===== config.mk =====
export PLATFORM = sky130hd
export DESIGN_NAME = cdr_lock_ctrl
export DESIGN_NICKNAME = d
export VERILOG_FILES = /design/src/cdr_lock_ctrl.v /design/src/freq_acquire.v /design/src/harmonic_detect.v
export VERILOG_INCLUDE_DIRS = /design/src /design/src/include
export SDC_FILE = /design/constraint.sdc
export NUM_CORES = 1
export LEC_CHECK = 0
export ABC_AREA = 1
export BUFFER_PORTS_ARGS = -buffer_cell sky130_fd_sc_hd__buf_4
export CAP_MARGIN = 20
export CELL_PAD_IN_SITES_DETAIL_PLACEMENT = 1
export CELL_PAD_IN_SITES_GLOBAL_PLACEMENT = 1
export CORE_MARGIN = 10
export CORE_UTILIZATION = 45
export DETAILED_ROUTE_END_ITERATION = 8
export PLACE_DENSITY_LB_ADDON = 0.15
export RECOVER_POWER = 100
export SYNTH_ARGS = -nofsm -noshare
export SYNTH_HDL_FRONTEND = slang
export SYNTH_HIERARCHICAL = 1
export SYNTH_SLANG_ARGS = --single-unit

===== constraint.sdc =====
create_clock -name clk_i -period 11 [get_ports clk_i]
set_input_delay 1.1 -clock clk_i [delete_from_list [all_inputs] [get_ports clk_i]]
set_output_delay 1.1 -clock clk_i [all_outputs]
set_load 0.005 [all_outputs]

===== src/include/cdr_map.vh =====
// register map, fields, resets and timing counts of the cdr lock control
`ifndef CDR_MAP_VH
`define CDR_MAP_VH

// ------------------------------------------------------------
// register byte addresses
// ------------------------------------------------------------
`define ADDR_REFERENCE_CONFIG   4'h0
`define ADDR_LOCK_INDICATOR     4'h4
`define ADDR_OUTPUT_CONTROL     4'h8
`define ADDR_STATUS             4'hc
`define ADDR_WIDTH              4

// ------------------------------------------------------------
// reference_config_reg fields
// ------------------------------------------------------------
`define REF_LOCK_EN_BIT         0
`define REF_FINE_RB_BIT         1
`define REF_RATIO_LSB           2
`define REF_RATIO_MSB           5
`define REF_RANGE_LSB           6
`define REF_RANGE_MSB           7
`define REF_CONFIG_RESET        8'h00

// ------------------------------------------------------------
// lock_indicator_control_reg fields
// ------------------------------------------------------------
`define LIC_HIST_CLEAR_BIT      6
`define LIC_MODE_BIT            7
`define LIC_RESET               8'h00

// ------------------------------------------------------------
// output_control_reg fields
// ------------------------------------------------------------
`define OUT_BOOST_BIT           0
`define OUT_OUTPUT_MUTE_INPUT_SEL_BIT     1
`define OUT_CONTROL_RESET       8'h00

// ------------------------------------------------------------
// status register fields
// ------------------------------------------------------------
`define ST_LIVE_LOCK_LOSS_BIT   0
`define ST_FLL_ACTIVE_BIT       1
`define ST_HARMONIC_BIT         2
`define ST_HISTORY_BIT          4

// ------------------------------------------------------------
// frequency words, in khz, and acquisition constants
// ------------------------------------------------------------
`define FREQ_WIDTH              28
`define VCO_MIN_KHZ             28'h0002710
`define VCO_MAX_KHZ             28'h00a4cb8
`define STEP_INIT_KHZ           28'h0040000
`define PPM_LOSS                12'h3e8
`define PPM_WINDOW_DIV          12'hfa0
`define HARM_WINDOW_BITS        65536

`endif


===== src/cdr_lock_ctrl.v =====
// top of the cdr lock detector, lock history, output_mute_input and register slave
//
// The placing of the registers and the Avalon-MM interface to the registers were chosen for this implementation.
`include "cdr_map.vh"

// Behaviour
// - loss of lock rises and acquisition restarts when error exceeds 1000 ppm.
// - free-running acquisition starts the vco at its minimum.
// - vco steps up coarse then finer; loss of lock drops within 250 ppm.
// - after release the frequency loop stops and the phase loop pulls in.
// - free-running mode locks from the data stream alone.
// - once raised, loss of lock holds until within 250 ppm of valid data.
// - reference mode locks to the divided reference, same windows.
// - sticky history bit sets on any loss of lock and stays set.
// - writing one then zero to history-clear clears it until next loss.
// - indicator mode one puts history on the pin; zero live status.
// - lower harmonic raises loss of lock and restarts acquisition.
// - higher harmonics are left to the frequency error path.
// - lower harmonic found within 2^16 bits over transition density.
// - the harmonic detector is off in lock-to-reference mode.
// - output_mute_input select zero: mute high zeroes clock and data.
// - output_mute_input select one: mute high zeroes data, mute low zeroes clock.
// - reference target is reference * 2^ratio / 2^range.
module cdr_lock_ctrl #(
   parameter HARM_WINDOW = `HARM_WINDOW_BITS
) (
   // clock and reset
   input  wire                      clk_i,
   input  wire                      reset_i,
   // avalon-mm slave
   input  wire [`ADDR_WIDTH-1:0]    avs_address_i,
   input  wire                      avs_read_i,
   input  wire                      avs_write_i,
   input  wire [31:0]               avs_writedata_i,
   input  wire [3:0]                avs_byteenable_i,
   output reg  [31:0]               avs_readdata_o,
   output wire                      avs_waitrequest_o,
   // frequency measurements, same clock
   input  wire [19:0]               data_rate_khz_i,
   input  wire                      data_rate_valid_i,
   input  wire [19:0]               reference_clock_input_khz_i,
   // pins from the analog front end
   input  wire                      output_mute_input_i,
   input  wire                      rec_clock_i,
   input  wire                      rec_data_i,
   // pins to the downstream consumer
   output wire                      loss_of_lock_out_o,
   output reg                       recovered_clock_out_o,
   output reg                       data_out_pos_o,
   output reg                       data_out_neg_o,
   output wire                      output_boost_o,
   // loop state
   output wire [`FREQ_WIDTH-1:0]    vco_khz_o,
   output wire                      fll_active_o
);

   // ------------------------------------------------------------
   // registers
   // ------------------------------------------------------------
   reg [7:0]   reference_config_reg_r;
   reg [7:0]   lock_indicator_control_reg_r;
   reg [7:0]   output_control_reg_r;
   reg         rd_ack_r;
   reg         history_r;
   reg         pending_r;
   reg         harm_seen_r;
   reg         lol_prev_r;
   reg         ref_en_prev_r;
   reg [31:0]  rd_mux;

   wire        ref_mode;
   wire [3:0]  ratio;
   wire [1:0]  range;
   wire        hist_clear;
   wire        ind_mode;
   wire        output_mute_input_sel;

   assign ref_mode    = reference_config_reg_r[`REF_LOCK_EN_BIT];
   assign ratio       = reference_config_reg_r[`REF_RATIO_MSB:`REF_RATIO_LSB];
   assign range       = reference_config_reg_r[`REF_RANGE_MSB:`REF_RANGE_LSB];
   assign hist_clear  = lock_indicator_control_reg_r[`LIC_HIST_CLEAR_BIT];
   assign ind_mode    = lock_indicator_control_reg_r[`LIC_MODE_BIT];
   assign output_mute_input_sel = output_control_reg_r[`OUT_OUTPUT_MUTE_INPUT_SEL_BIT];
   assign output_boost_o = output_control_reg_r[`OUT_BOOST_BIT];

   // ------------------------------------------------------------
   // pin synchronisers: three stages, last two must agree
   // ------------------------------------------------------------
   reg [2:0]   mute_s_r;
   reg [2:0]   clk_s_r;
   reg [2:0]   dat_s_r;
   reg         mute_r;
   reg         rclk_r;
   reg         rdat_r;
   reg         rclk_prev_r;

   always @(posedge clk_i) begin
      if (reset_i) begin
         mute_s_r    <= 3'h0;
         clk_s_r     <= 3'h0;
         dat_s_r     <= 3'h0;
         mute_r      <= 1'b0;
         rclk_r      <= 1'b0;
         rdat_r      <= 1'b0;
         rclk_prev_r <= 1'b0;
      end else begin
         mute_s_r    <= {mute_s_r[1:0], output_mute_input_i};
         clk_s_r     <= {clk_s_r[1:0], rec_clock_i};
         dat_s_r     <= {dat_s_r[1:0], rec_data_i};
         rclk_prev_r <= rclk_r;
         if (mute_s_r[1] == mute_s_r[2]) begin
            mute_r <= mute_s_r[2];
         end
         if (clk_s_r[1] == clk_s_r[2]) begin
            rclk_r <= clk_s_r[2];
         end
         if (dat_s_r[1] == dat_s_r[2]) begin
            rdat_r <= dat_s_r[2];
         end
      end
   end

   // ------------------------------------------------------------
   // target frequency
   // ------------------------------------------------------------
   // reference mode: data rate = reference * 2^ratio / 2^range
   wire [`FREQ_WIDTH-1:0] ref_scaled;
   wire [`FREQ_WIDTH-1:0] target;
   wire                   target_ok;

   assign ref_scaled = ({8'h00, reference_clock_input_khz_i} >> range) << ratio;
   assign target     = ref_mode ? ref_scaled : {8'h00, data_rate_khz_i};
   assign target_ok  = ref_mode ? (reference_clock_input_khz_i != 20'h00000)
                                : data_rate_valid_i;

   // ------------------------------------------------------------
   // acquisition and lock decision
   // ------------------------------------------------------------
   wire        within_tight;
   wire        beyond_loose;
   wire        tracking;
   wire        harm_pulse;
   wire        ref_rise;
   wire        lol_live;
   wire        restart;

   assign ref_rise = ref_mode & ~ref_en_prev_r;
   // hysteresis: 1000 ppm restarts, only 250 ppm releases
   assign restart  = (tracking & beyond_loose) | harm_pulse | ref_rise;
   assign tracking = ~fll_active_o;
   assign lol_live = fll_active_o;

   freq_acquire u_acq (
      .clk_i          (clk_i),
      .reset_i        (reset_i),
      .restart_i      (restart),
      .target_ok_i    (target_ok),
      .target_i       (target),
      .vco_o          (vco_khz_o),
      .fll_on_o       (fll_active_o),
      .within_tight_o (within_tight),
      .beyond_loose_o (beyond_loose)
   );

   harmonic_detect #(
      .WINDOW_BITS (HARM_WINDOW)
   ) u_harm (
      .clk_i       (clk_i),
      .reset_i     (reset_i),
      .enable_i    (tracking & ~ref_mode),
      .bit_i       (rdat_r),
      .bit_valid_i (rclk_r & ~rclk_prev_r),
      .harmonic_o  (harm_pulse)
   );

   // ------------------------------------------------------------
   // sticky history and indicator pin
   // ------------------------------------------------------------
   wire lol_event;

   assign lol_event = (lol_live & ~lol_prev_r) | restart;

   always @(posedge clk_i) begin
      if (reset_i) begin
         history_r     <= 1'b0;
         pending_r     <= 1'b0;
         harm_seen_r   <= 1'b0;
         lol_prev_r    <= 1'b0;
         ref_en_prev_r <= 1'b0;
      end else begin
         lol_prev_r    <= lol_live;
         ref_en_prev_r <= ref_mode;
         if (harm_pulse) begin
            harm_seen_r <= 1'b1;
         end else if (hist_clear) begin
            harm_seen_r <= 1'b0;
         end
         if (hist_clear) begin
            history_r <= 1'b0;
            pending_r <= pending_r | lol_event;
         end else begin
            history_r <= history_r | lol_event | pending_r;
            pending_r <= 1'b0;
         end
      end
   end

   assign loss_of_lock_out_o = ind_mode ? history_r : lol_live;

   // ------------------------------------------------------------
   // output_mute_input of the recovered outputs
   // ------------------------------------------------------------
   reg mute_clk;
   reg mute_dat;

   always @* begin
      if (output_mute_input_sel) begin
         mute_dat = mute_r;
         mute_clk = ~mute_r;
      end else begin
         mute_dat = mute_r;
         mute_clk = mute_r;
      end
   end

   always @(posedge clk_i) begin
      if (reset_i) begin
         recovered_clock_out_o <= 1'b0;
         data_out_pos_o        <= 1'b0;
         data_out_neg_o        <= 1'b1;
      end else begin
         recovered_clock_out_o <= rclk_r & ~mute_clk;
         data_out_pos_o        <= rdat_r & ~mute_dat;
         data_out_neg_o        <= ~(rdat_r & ~mute_dat);
      end
   end

   // ------------------------------------------------------------
   // avalon-mm slave: writes take no wait, reads wait one cycle
   // ------------------------------------------------------------
   assign avs_waitrequest_o = avs_read_i & ~rd_ack_r;

   always @* begin
      rd_mux = 32'h00000000;
      case (avs_address_i)
         `ADDR_REFERENCE_CONFIG: rd_mux = {24'h000000, reference_config_reg_r};
         `ADDR_LOCK_INDICATOR:   rd_mux = {24'h000000, lock_indicator_control_reg_r};
         `ADDR_OUTPUT_CONTROL:   rd_mux = {24'h000000, output_control_reg_r};
         `ADDR_STATUS: begin
            rd_mux[`ST_LIVE_LOCK_LOSS_BIT] = lol_live;
            rd_mux[`ST_FLL_ACTIVE_BIT]     = fll_active_o;
            rd_mux[`ST_HARMONIC_BIT]       = harm_seen_r;
            rd_mux[`ST_HISTORY_BIT]        = history_r;
         end
         default: rd_mux = 32'h00000000;
      endcase
   end

   always @(posedge clk_i) begin
      if (reset_i) begin
         reference_config_reg_r       <= `REF_CONFIG_RESET;
         lock_indicator_control_reg_r <= `LIC_RESET;
         output_control_reg_r         <= `OUT_CONTROL_RESET;
         rd_ack_r                     <= 1'b0;
         avs_readdata_o               <= 32'h00000000;
      end else begin
         rd_ack_r <= avs_read_i & ~rd_ack_r;
         if (avs_read_i && !rd_ack_r) begin
            avs_readdata_o <= rd_mux;
         end
         if (avs_write_i && avs_byteenable_i[0]) begin
            case (avs_address_i)
               `ADDR_REFERENCE_CONFIG: reference_config_reg_r <= avs_writedata_i[7:0];
               `ADDR_LOCK_INDICATOR: lock_indicator_control_reg_r <= avs_writedata_i[7:0];
               `ADDR_OUTPUT_CONTROL: output_control_reg_r <= avs_writedata_i[7:0];
               default: ;
            endcase
         end
      end
   end

endmodule


===== src/freq_acquire.v =====
// frequency acquisition sequencer with the modelled vco frequency word
`include "cdr_map.vh"

module freq_acquire (
   // clock and reset
   input  wire                      clk_i,
   input  wire                      reset_i,
   // control
   input  wire                      restart_i,
   input  wire                      target_ok_i,
   input  wire [`FREQ_WIDTH-1:0]    target_i,
   // state
   output reg  [`FREQ_WIDTH-1:0]    vco_o,
   output wire                      fll_on_o,
   output wire                      within_tight_o,
   output wire                      beyond_loose_o
);

   // ------------------------------------------------------------
   // states
   // ------------------------------------------------------------
   localparam [1:0] ST_ACQ   = 2'b01;
   localparam [1:0] ST_TRACK = 2'b10;

   reg [1:0]               state_r;
   reg [`FREQ_WIDTH-1:0]   step_r;
   wire [`FREQ_WIDTH-1:0]  diff;
   wire [`FREQ_WIDTH-1:0]  next_up;

   // multiply compare keeps the ppm test free of division
   function exceeds;
      input [`FREQ_WIDTH-1:0] d;
      input [11:0]            scale;
      input [`FREQ_WIDTH-1:0] t;
      reg   [39:0]            prod;
      begin
         prod    = d * scale;
         exceeds = prod > {12'h000, t};
      end
   endfunction

   assign diff           = (vco_o > target_i) ? vco_o - target_i : target_i - vco_o;
   assign next_up        = vco_o + step_r;
   assign within_tight_o = target_ok_i & ~exceeds(diff, `PPM_WINDOW_DIV, target_i);
   assign beyond_loose_o = ~target_ok_i | exceeds(diff, `PPM_LOSS, target_i);
   assign fll_on_o       = state_r[0];

   // ------------------------------------------------------------
   // sequencer
   // ------------------------------------------------------------
   always @(posedge clk_i) begin
      if (reset_i || restart_i) begin
         state_r <= ST_ACQ;
         vco_o   <= `VCO_MIN_KHZ;
         step_r  <= `STEP_INIT_KHZ;
      end else begin
         case (state_r)
            ST_ACQ: begin
               if (within_tight_o) begin
                  state_r <= ST_TRACK;
               end else if (next_up <= target_i && next_up <= `VCO_MAX_KHZ) begin
                  vco_o <= next_up;
               end else if (step_r > 28'h0000001) begin
                  step_r <= step_r >> 1;
               end
            end
            ST_TRACK: begin
               // the phase loop pulls in the remainder one khz per cycle
               if (vco_o < target_i) begin
                  vco_o <= vco_o + 28'h0000001;
               end else if (vco_o > target_i) begin
                  vco_o <= vco_o - 28'h0000001;
               end
            end
            default: begin
               state_r <= ST_ACQ;
            end
         endcase
      end
   end

endmodule


===== src/harmonic_detect.v =====
// lower harmonic detector watching run lengths of the recovered bit stream
`include "cdr_map.vh"

module harmonic_detect #(
   parameter WINDOW_BITS = `HARM_WINDOW_BITS
) (
   // clock and reset
   input  wire   clk_i,
   input  wire   reset_i,
   // bit stream
   input  wire   enable_i,
   input  wire   bit_i,
   input  wire   bit_valid_i,
   // result
   output reg    harmonic_o
);

   reg [16:0]  count_r;
   reg [1:0]   run_r;
   reg         last_r;
   reg         single_r;
   reg         trans_r;
   wire        edge_seen;

   assign edge_seen = bit_i != last_r;

   // ------------------------------------------------------------
   // window: a lower harmonic never shows a one-bit run
   // ------------------------------------------------------------
   always @(posedge clk_i) begin
      if (reset_i || !enable_i) begin
         count_r    <= 17'h00000;
         run_r      <= 2'h0;
         last_r     <= 1'b0;
         single_r   <= 1'b0;
         trans_r    <= 1'b0;
         harmonic_o <= 1'b0;
      end else begin
         harmonic_o <= 1'b0;
         if (bit_valid_i) begin
            last_r <= bit_i;
            if (edge_seen) begin
               trans_r <= 1'b1;
               if (run_r == 2'h1) begin
                  single_r <= 1'b1;
               end
               run_r <= 2'h1;
            end else if (run_r != 2'h3) begin
               run_r <= run_r + 2'h1;
            end
            if (count_r == WINDOW_BITS[16:0] - 17'h00001) begin
               harmonic_o <= trans_r & ~single_r;
               count_r    <= 17'h00000;
               single_r   <= 1'b0;
               trans_r    <= 1'b0;
            end else begin
               count_r <= count_r + 17'h00001;
            end
         end
      end
   end

endmodule


After elaboration in Yosys (flattened, before gate mapping) --
Index checks and enable logic that the tools add are counted.
Operators by class: add/sub/neg operators 7, multipliers 2, div/mod/pow operators 0, magnitude comparators 7, equality and inequality tests 16, shifts and indexed selects 2, multiplexer cells 26, bitwise operators 35, reductions and logical operators 26
Operators by type and width (number):
- $mux 28 | 6
- $mul 28x7->35 const B | 2
- $pmux 28 s2 | 1
- $sub 28x28->28 | 2
- $gt 40x28->1 | 1
- $gt 38x28->1 | 1
- $add 28x1->28 const B | 1
- $add 28x19->28 | 1
- $gt 28x28->1 | 1
- $le 28x20->1 const B | 1
- $le 28x28->1 | 1
- $lt 28x28->1 | 1
- $shl 28x4->28 | 1
- $shr 20x2->28 | 1
- $sub 28x1->28 const B | 1
- $reduce_bool 20->1 | 1
- $gt 19x1->1 const B | 1
- $not 1->1 | 18
- $add 17x1->17 const B | 1
- $eq 17x16->1 const B | 1
- $mux 17 | 1
- $pmux 3 s4 | 1
- $reduce_and 2->1 | 6
- $and 1x1->1 | 10
- other kinds (26) | 59
Word-level totals: register bits 150, bits in latches 0, RAM bits 0, bits in read-only memories 0, memories kept 0

Logic depth before layout (Yosys ltp) --
word-level depth 14, mapped depth 65, depth with buffers taken out 62

Cells and area by module --
The synthesis kept the hierarchy.
Modules (own cells, without submodules):
- freq_acquire | instances 1, cells an instance 2594, area an instance 16170.5 um^2
- cdr_lock_ctrl | instances 1, cells an instance 627, area an instance 3821.2 um^2
- harmonic_detect | instances 1, cells an instance 162, area an instance 1203.7 um^2

Worst setup path before layout --
No wires, ideal clock.
path type in2reg, start point input reference_clock_input_khz_i[19], end point register u_acq.vco_o[10], arrival 9776 ps, setup slack 1094 ps, stages on the path 55, path buffers 5, path through inv_1 nor2_2 nand2_1 nand2_1 nand2_1 nand3_1 nand3_1 nand2_1 inv_1 a21oi_1 inv_1 ha_1 buf_2 nand2_1 nor2_1 inv_1 nor4_1 a221oi_1 (+19 left out) nand2_1 nand2_1 xor2_1 ha_1 a21oi_1 o21a_1 o2111ai_1 a21boi_0 o21ai_0 nand2_1 nand4_1 a21oi_1 o21a_1 inv_1 nor2_1 clkbuf_1 clkbuf_1 nand3_1
On the way: word-level cells in the longest chain between the ends 12
RTL lines:
- start: declaration | RTL line cdr_lock_ctrl.v:41 | input wire [19:0] reference_clock_input_khz_i,
- $shr 20x2->28 (*) | RTL line cdr_lock_ctrl.v:131 | assign ref_scaled = ({8'h00, reference_clock_input_khz_i} >> range) << ratio;
- $shl 28x4->28 (*) | RTL line cdr_lock_ctrl.v:131
- $mux 28 (*) | RTL line cdr_lock_ctrl.v:132 | assign target = ref_mode ? ref_scaled : {8'h00, data_rate_khz_i};
- via target[20] | RTL line cdr_lock_ctrl.v:128 | wire [`FREQ_WIDTH-1:0] target;
- $sub 28x28->28 / $gt 28x28->1 (equally long branches) | RTL line freq_acquire.v:42 | assign diff = (vco_o > target_i) ? vco_o - target_i : target_i - vco_o;
- $mux 28 | RTL line freq_acquire.v:42
- $mul 28x7->35 | RTL line freq_acquire.v:37 | prod = d * scale;
- $gt 38x28->1 (*) | RTL line freq_acquire.v:38 | exceeds = prod > {12'h000, t};
- $or 1x1->1 (*) | RTL line freq_acquire.v:45 | assign beyond_loose_o = ~target_ok_i | exceeds(diff, `PPM_LOSS, target_i);
- via beyond_loose | RTL line cdr_lock_ctrl.v:140 | wire beyond_loose;
- $and 1x1->1 (*) | RTL line cdr_lock_ctrl.v:149 | assign restart = (tracking & beyond_loose) | harm_pulse | ref_rise;
- $or 1x1->1 (*) (2 in series) | RTL line cdr_lock_ctrl.v:149
- via restart | RTL line cdr_lock_ctrl.v:145 | wire restart;
- $logic_or 1x1->1 (*) | RTL line freq_acquire.v:52 | if (reset_i || restart_i) begin
- end signal: assignment | RTL line freq_acquire.v:54 | vco_o <= `VCO_MIN_KHZ;
- end signal: assignment | RTL line freq_acquire.v:62 | vco_o <= next_up;
- end signal: assignment | RTL line freq_acquire.v:70 | vco_o <= vco_o + 28'h0000001;
- end: declaration | RTL line freq_acquire.v:13 | output reg [`FREQ_WIDTH-1:0] vco_o,
Mark *: on every way through the listed nets, which the timed path passes. The rest lies on a longest branch. A chain may end at the register's enable or synchronous reset.

Worst setup path after layout --
start point input reference_clock_input_khz_i[4], end point register u_acq.step_r[16]
On the way: word-level cells in the longest chain between the ends 12
RTL lines:
- $shr 20x2->28 (*) | RTL line cdr_lock_ctrl.v:131
- $shl 28x4->28 (*) | RTL line cdr_lock_ctrl.v:131
- $mux 28 (*) | RTL line cdr_lock_ctrl.v:132
- via target[2] | RTL line cdr_lock_ctrl.v:128
- $sub 28x28->28 / $gt 28x28->1 (equally long branches) | RTL line freq_acquire.v:42
- $mux 28 | RTL line freq_acquire.v:42
- $mul 28x7->35 | RTL line freq_acquire.v:37
- $gt 38x28->1 (*) | RTL line freq_acquire.v:38
- $or 1x1->1 (*) | RTL line freq_acquire.v:45
- via beyond_loose | RTL line cdr_lock_ctrl.v:140
- $and 1x1->1 (*) | RTL line cdr_lock_ctrl.v:149
- $or 1x1->1 (*) (2 in series) | RTL line cdr_lock_ctrl.v:149
- via restart | RTL line cdr_lock_ctrl.v:145
- $logic_or 1x1->1 (*) | RTL line freq_acquire.v:52
- end signal: assignment | RTL line freq_acquire.v:55 | step_r <= `STEP_INIT_KHZ;
- end signal: assignment | RTL line freq_acquire.v:64 | step_r <= step_r >> 1;
- end: declaration | RTL line freq_acquire.v:26 | reg [`FREQ_WIDTH-1:0] step_r;
Marked as above.

==> flow_summary.json <==
{
  "cts_sinks": 126,
  "cpPeakStageDelay_ns": 0.51,
  "cp_max_fo": 43,
  "initial_core_util_pct": 45.48,
  "final_common_cell": "nand2_1",
  "dr_wl_met2_mm": 45.68,
  "setup_viol": 0,
  "dr.pass1.iters": 5,
  "drt-initial-drc-count": 1426,
  "relSlewSlack_pct": 39.19,
  "n_antenna_cell": 0,
  "cp.arrival_ns": 10.95,
  "required_ns": 11.37,
  "clock_skew_ns": 0.01349,
  "drt_wl_total_mm": 89.97,
  "vias": 24073,
  "numPortBuffers": 103,
  "chipHeight_um": 236.9,
  "endpoint_kind": "register",
  "antenna_violating_nets_post_route": 0,
  "fmax_mhz": 94.45,
  "coreArea_sq_mm": 0.04656,
  "maxSlewViolCount": 0,
  "wire_per_inst_um": 20.90,
  "syn-cell-area_sq_mm": 0.02117,
  "clkTransAtPathRegs_ns": 0.06,
  "crit_path_start_kind": "input pin",
  "rows": 79,
  "io_pins": 155,
  "place_congestion": 0.9511,
  "die_area_sq_mm": 0.05613,
  "antenna_found_initial": 0,
  "final_cell_mix": "886 x nand2_1, 542 x inv_1, 315 x buf_4",
  "chipWidth_um": 236.9,
  "grt_usage_pct": 31.31,
  "cts_max_level": 4,
  "syn_to_final_growth_pct": 17.37,
  "wl_met3_mm": 3.902,
  "grt-ovfl-total": 0,
  "place_area_sq_mm": 0.02418,
  "worst_pin_slew_ns": 0.9008,
  "final.fill_count": 6423,
  "crit_type": "in2reg",
  "hpwl_mm": 76.21,
  "cts_hold_buf": 0,
  "status": "complete, no violations",
  "nets": 4123,
  "layout_min_cycle_time_ns": 10.59,
  "drcViolationCount": 0,
  "post-route-cell-area_sq_mm": 0.02485,
  "hold_violations": 0,
  "ys_warn_count": 6,
  "topRoutingLayerUsed": "met4",
  "via_per_inst": 5.592,
  "met1Wirelength_mm": 35.43,
  "grt_pass1_vias": 26264,
  "clk_path_buf_depth": 2,
  "drv_cap": 0,
  "cp_slowest_cell": "fa_1",
  "clk_latency_ns": 0.44,
  "hold_path_class": "reg2reg",
  "cts_root_buffer": "clkbuf_16",
  "synth_cells": 3380,
  "post-route-period-util_pct": 96.25,
  "synth_area_per_cell_sq_um": 6.265,
  "path_common_cell": "nand2_1",
  "cts_tree": "yes",
  "drive_above_1_share_pct": 13.49,
  "grt_max_degree": 44,
  "grt_pass1_wl_mm": 140.5,
  "cts_buffers": 17
}
-- per-layer routing --
metal  up-vias  track usage [%]
met3       243            3.994
met5         -                0
met1     11779            34.41
met4         0            16.89
li1      11427                -
met2       624            57.37
-- worst max-delay path, delay by kind of cell --
kind	cells	cell delay (ns)
simple gates	23	2.74
compound gates	13	2.63
fa+ha+maj	6	2.60
buf+inv	11	1.50
xor+xnor	1	0.28
-- final cells by class --
| class | instances | area (sq um) | area share (%) |
|---|---|---|---|
| multi-input combinational | 2616 | 16160 | 65.04 |
| timing repair buffer | 364 | 2706 | 10.89 |
| sequential | 126 | 2524 | 10.15 |
| inverter | 560 | 2112 | 8.498 |
| tap | 607 | 759.5 | 3.056 |
| clock buffer | 18 | 439.2 | 1.767 |
| clock inverter | 14 | 148.9 | 0.5991 |
-- metrics by stage --
step	std cells	hold WS, ns	TNS, ns	setup WS, ns	utilization, %
global route	4305	0.4453	-1.055	-0.08273	53.38
floorplan	3403	0.3883	0	1.095	-
detailed placement	4271	0.4048	-9.676	-0.2332	51.93
CTS	4303	0.4293	0	0.1397	53.20
global placement	4271	0.3987	0	0.3018	51.93
finish	4305	0.4247	0	0.4122	53.38
-- path summary, 6_finish.rpt --
check                                      start  cells past startpoint                to  slack, ns
setup / recovery  reference_clock_input_khz_i[4]                     54  u_acq/step_r[16]       0.41
setup reg to reg       reference_config_reg_r[6]                     54  u_acq/step_r[16]       0.51
hold / removal                        dat_s_r[0]                      2        dat_s_r[1]       0.42
hold reg to reg                       dat_s_r[0]                      2        dat_s_r[1]       0.42
-- what timing repair did --
action | 4_1_cts | 5_1_grt
setup buffers | 0 | 2
setup endpoints to repair | 0 | 51
resized for setup | 0 | 50
-- flip-flops by register name, indices dropped and copies added, names as in the netlist, 2 cells and up --
signal                        cells
mute_s_r                          3
avs_readdata_o                    8
u_acq/state_r                     2
u_acq/vco_o                      28
output_control_reg_r              8
u_harm/run_r                      2
dat_s_r                           3
u_harm/count_r                   17
u_acq/step_r                     19
clk_s_r                           3
lock_indicator_control_reg_r      8
reference_config_reg_r            8
Power is left out: the tool's default activity adds up to more than one toggle a clock period on the data nets, which glitch-free logic cannot reach.
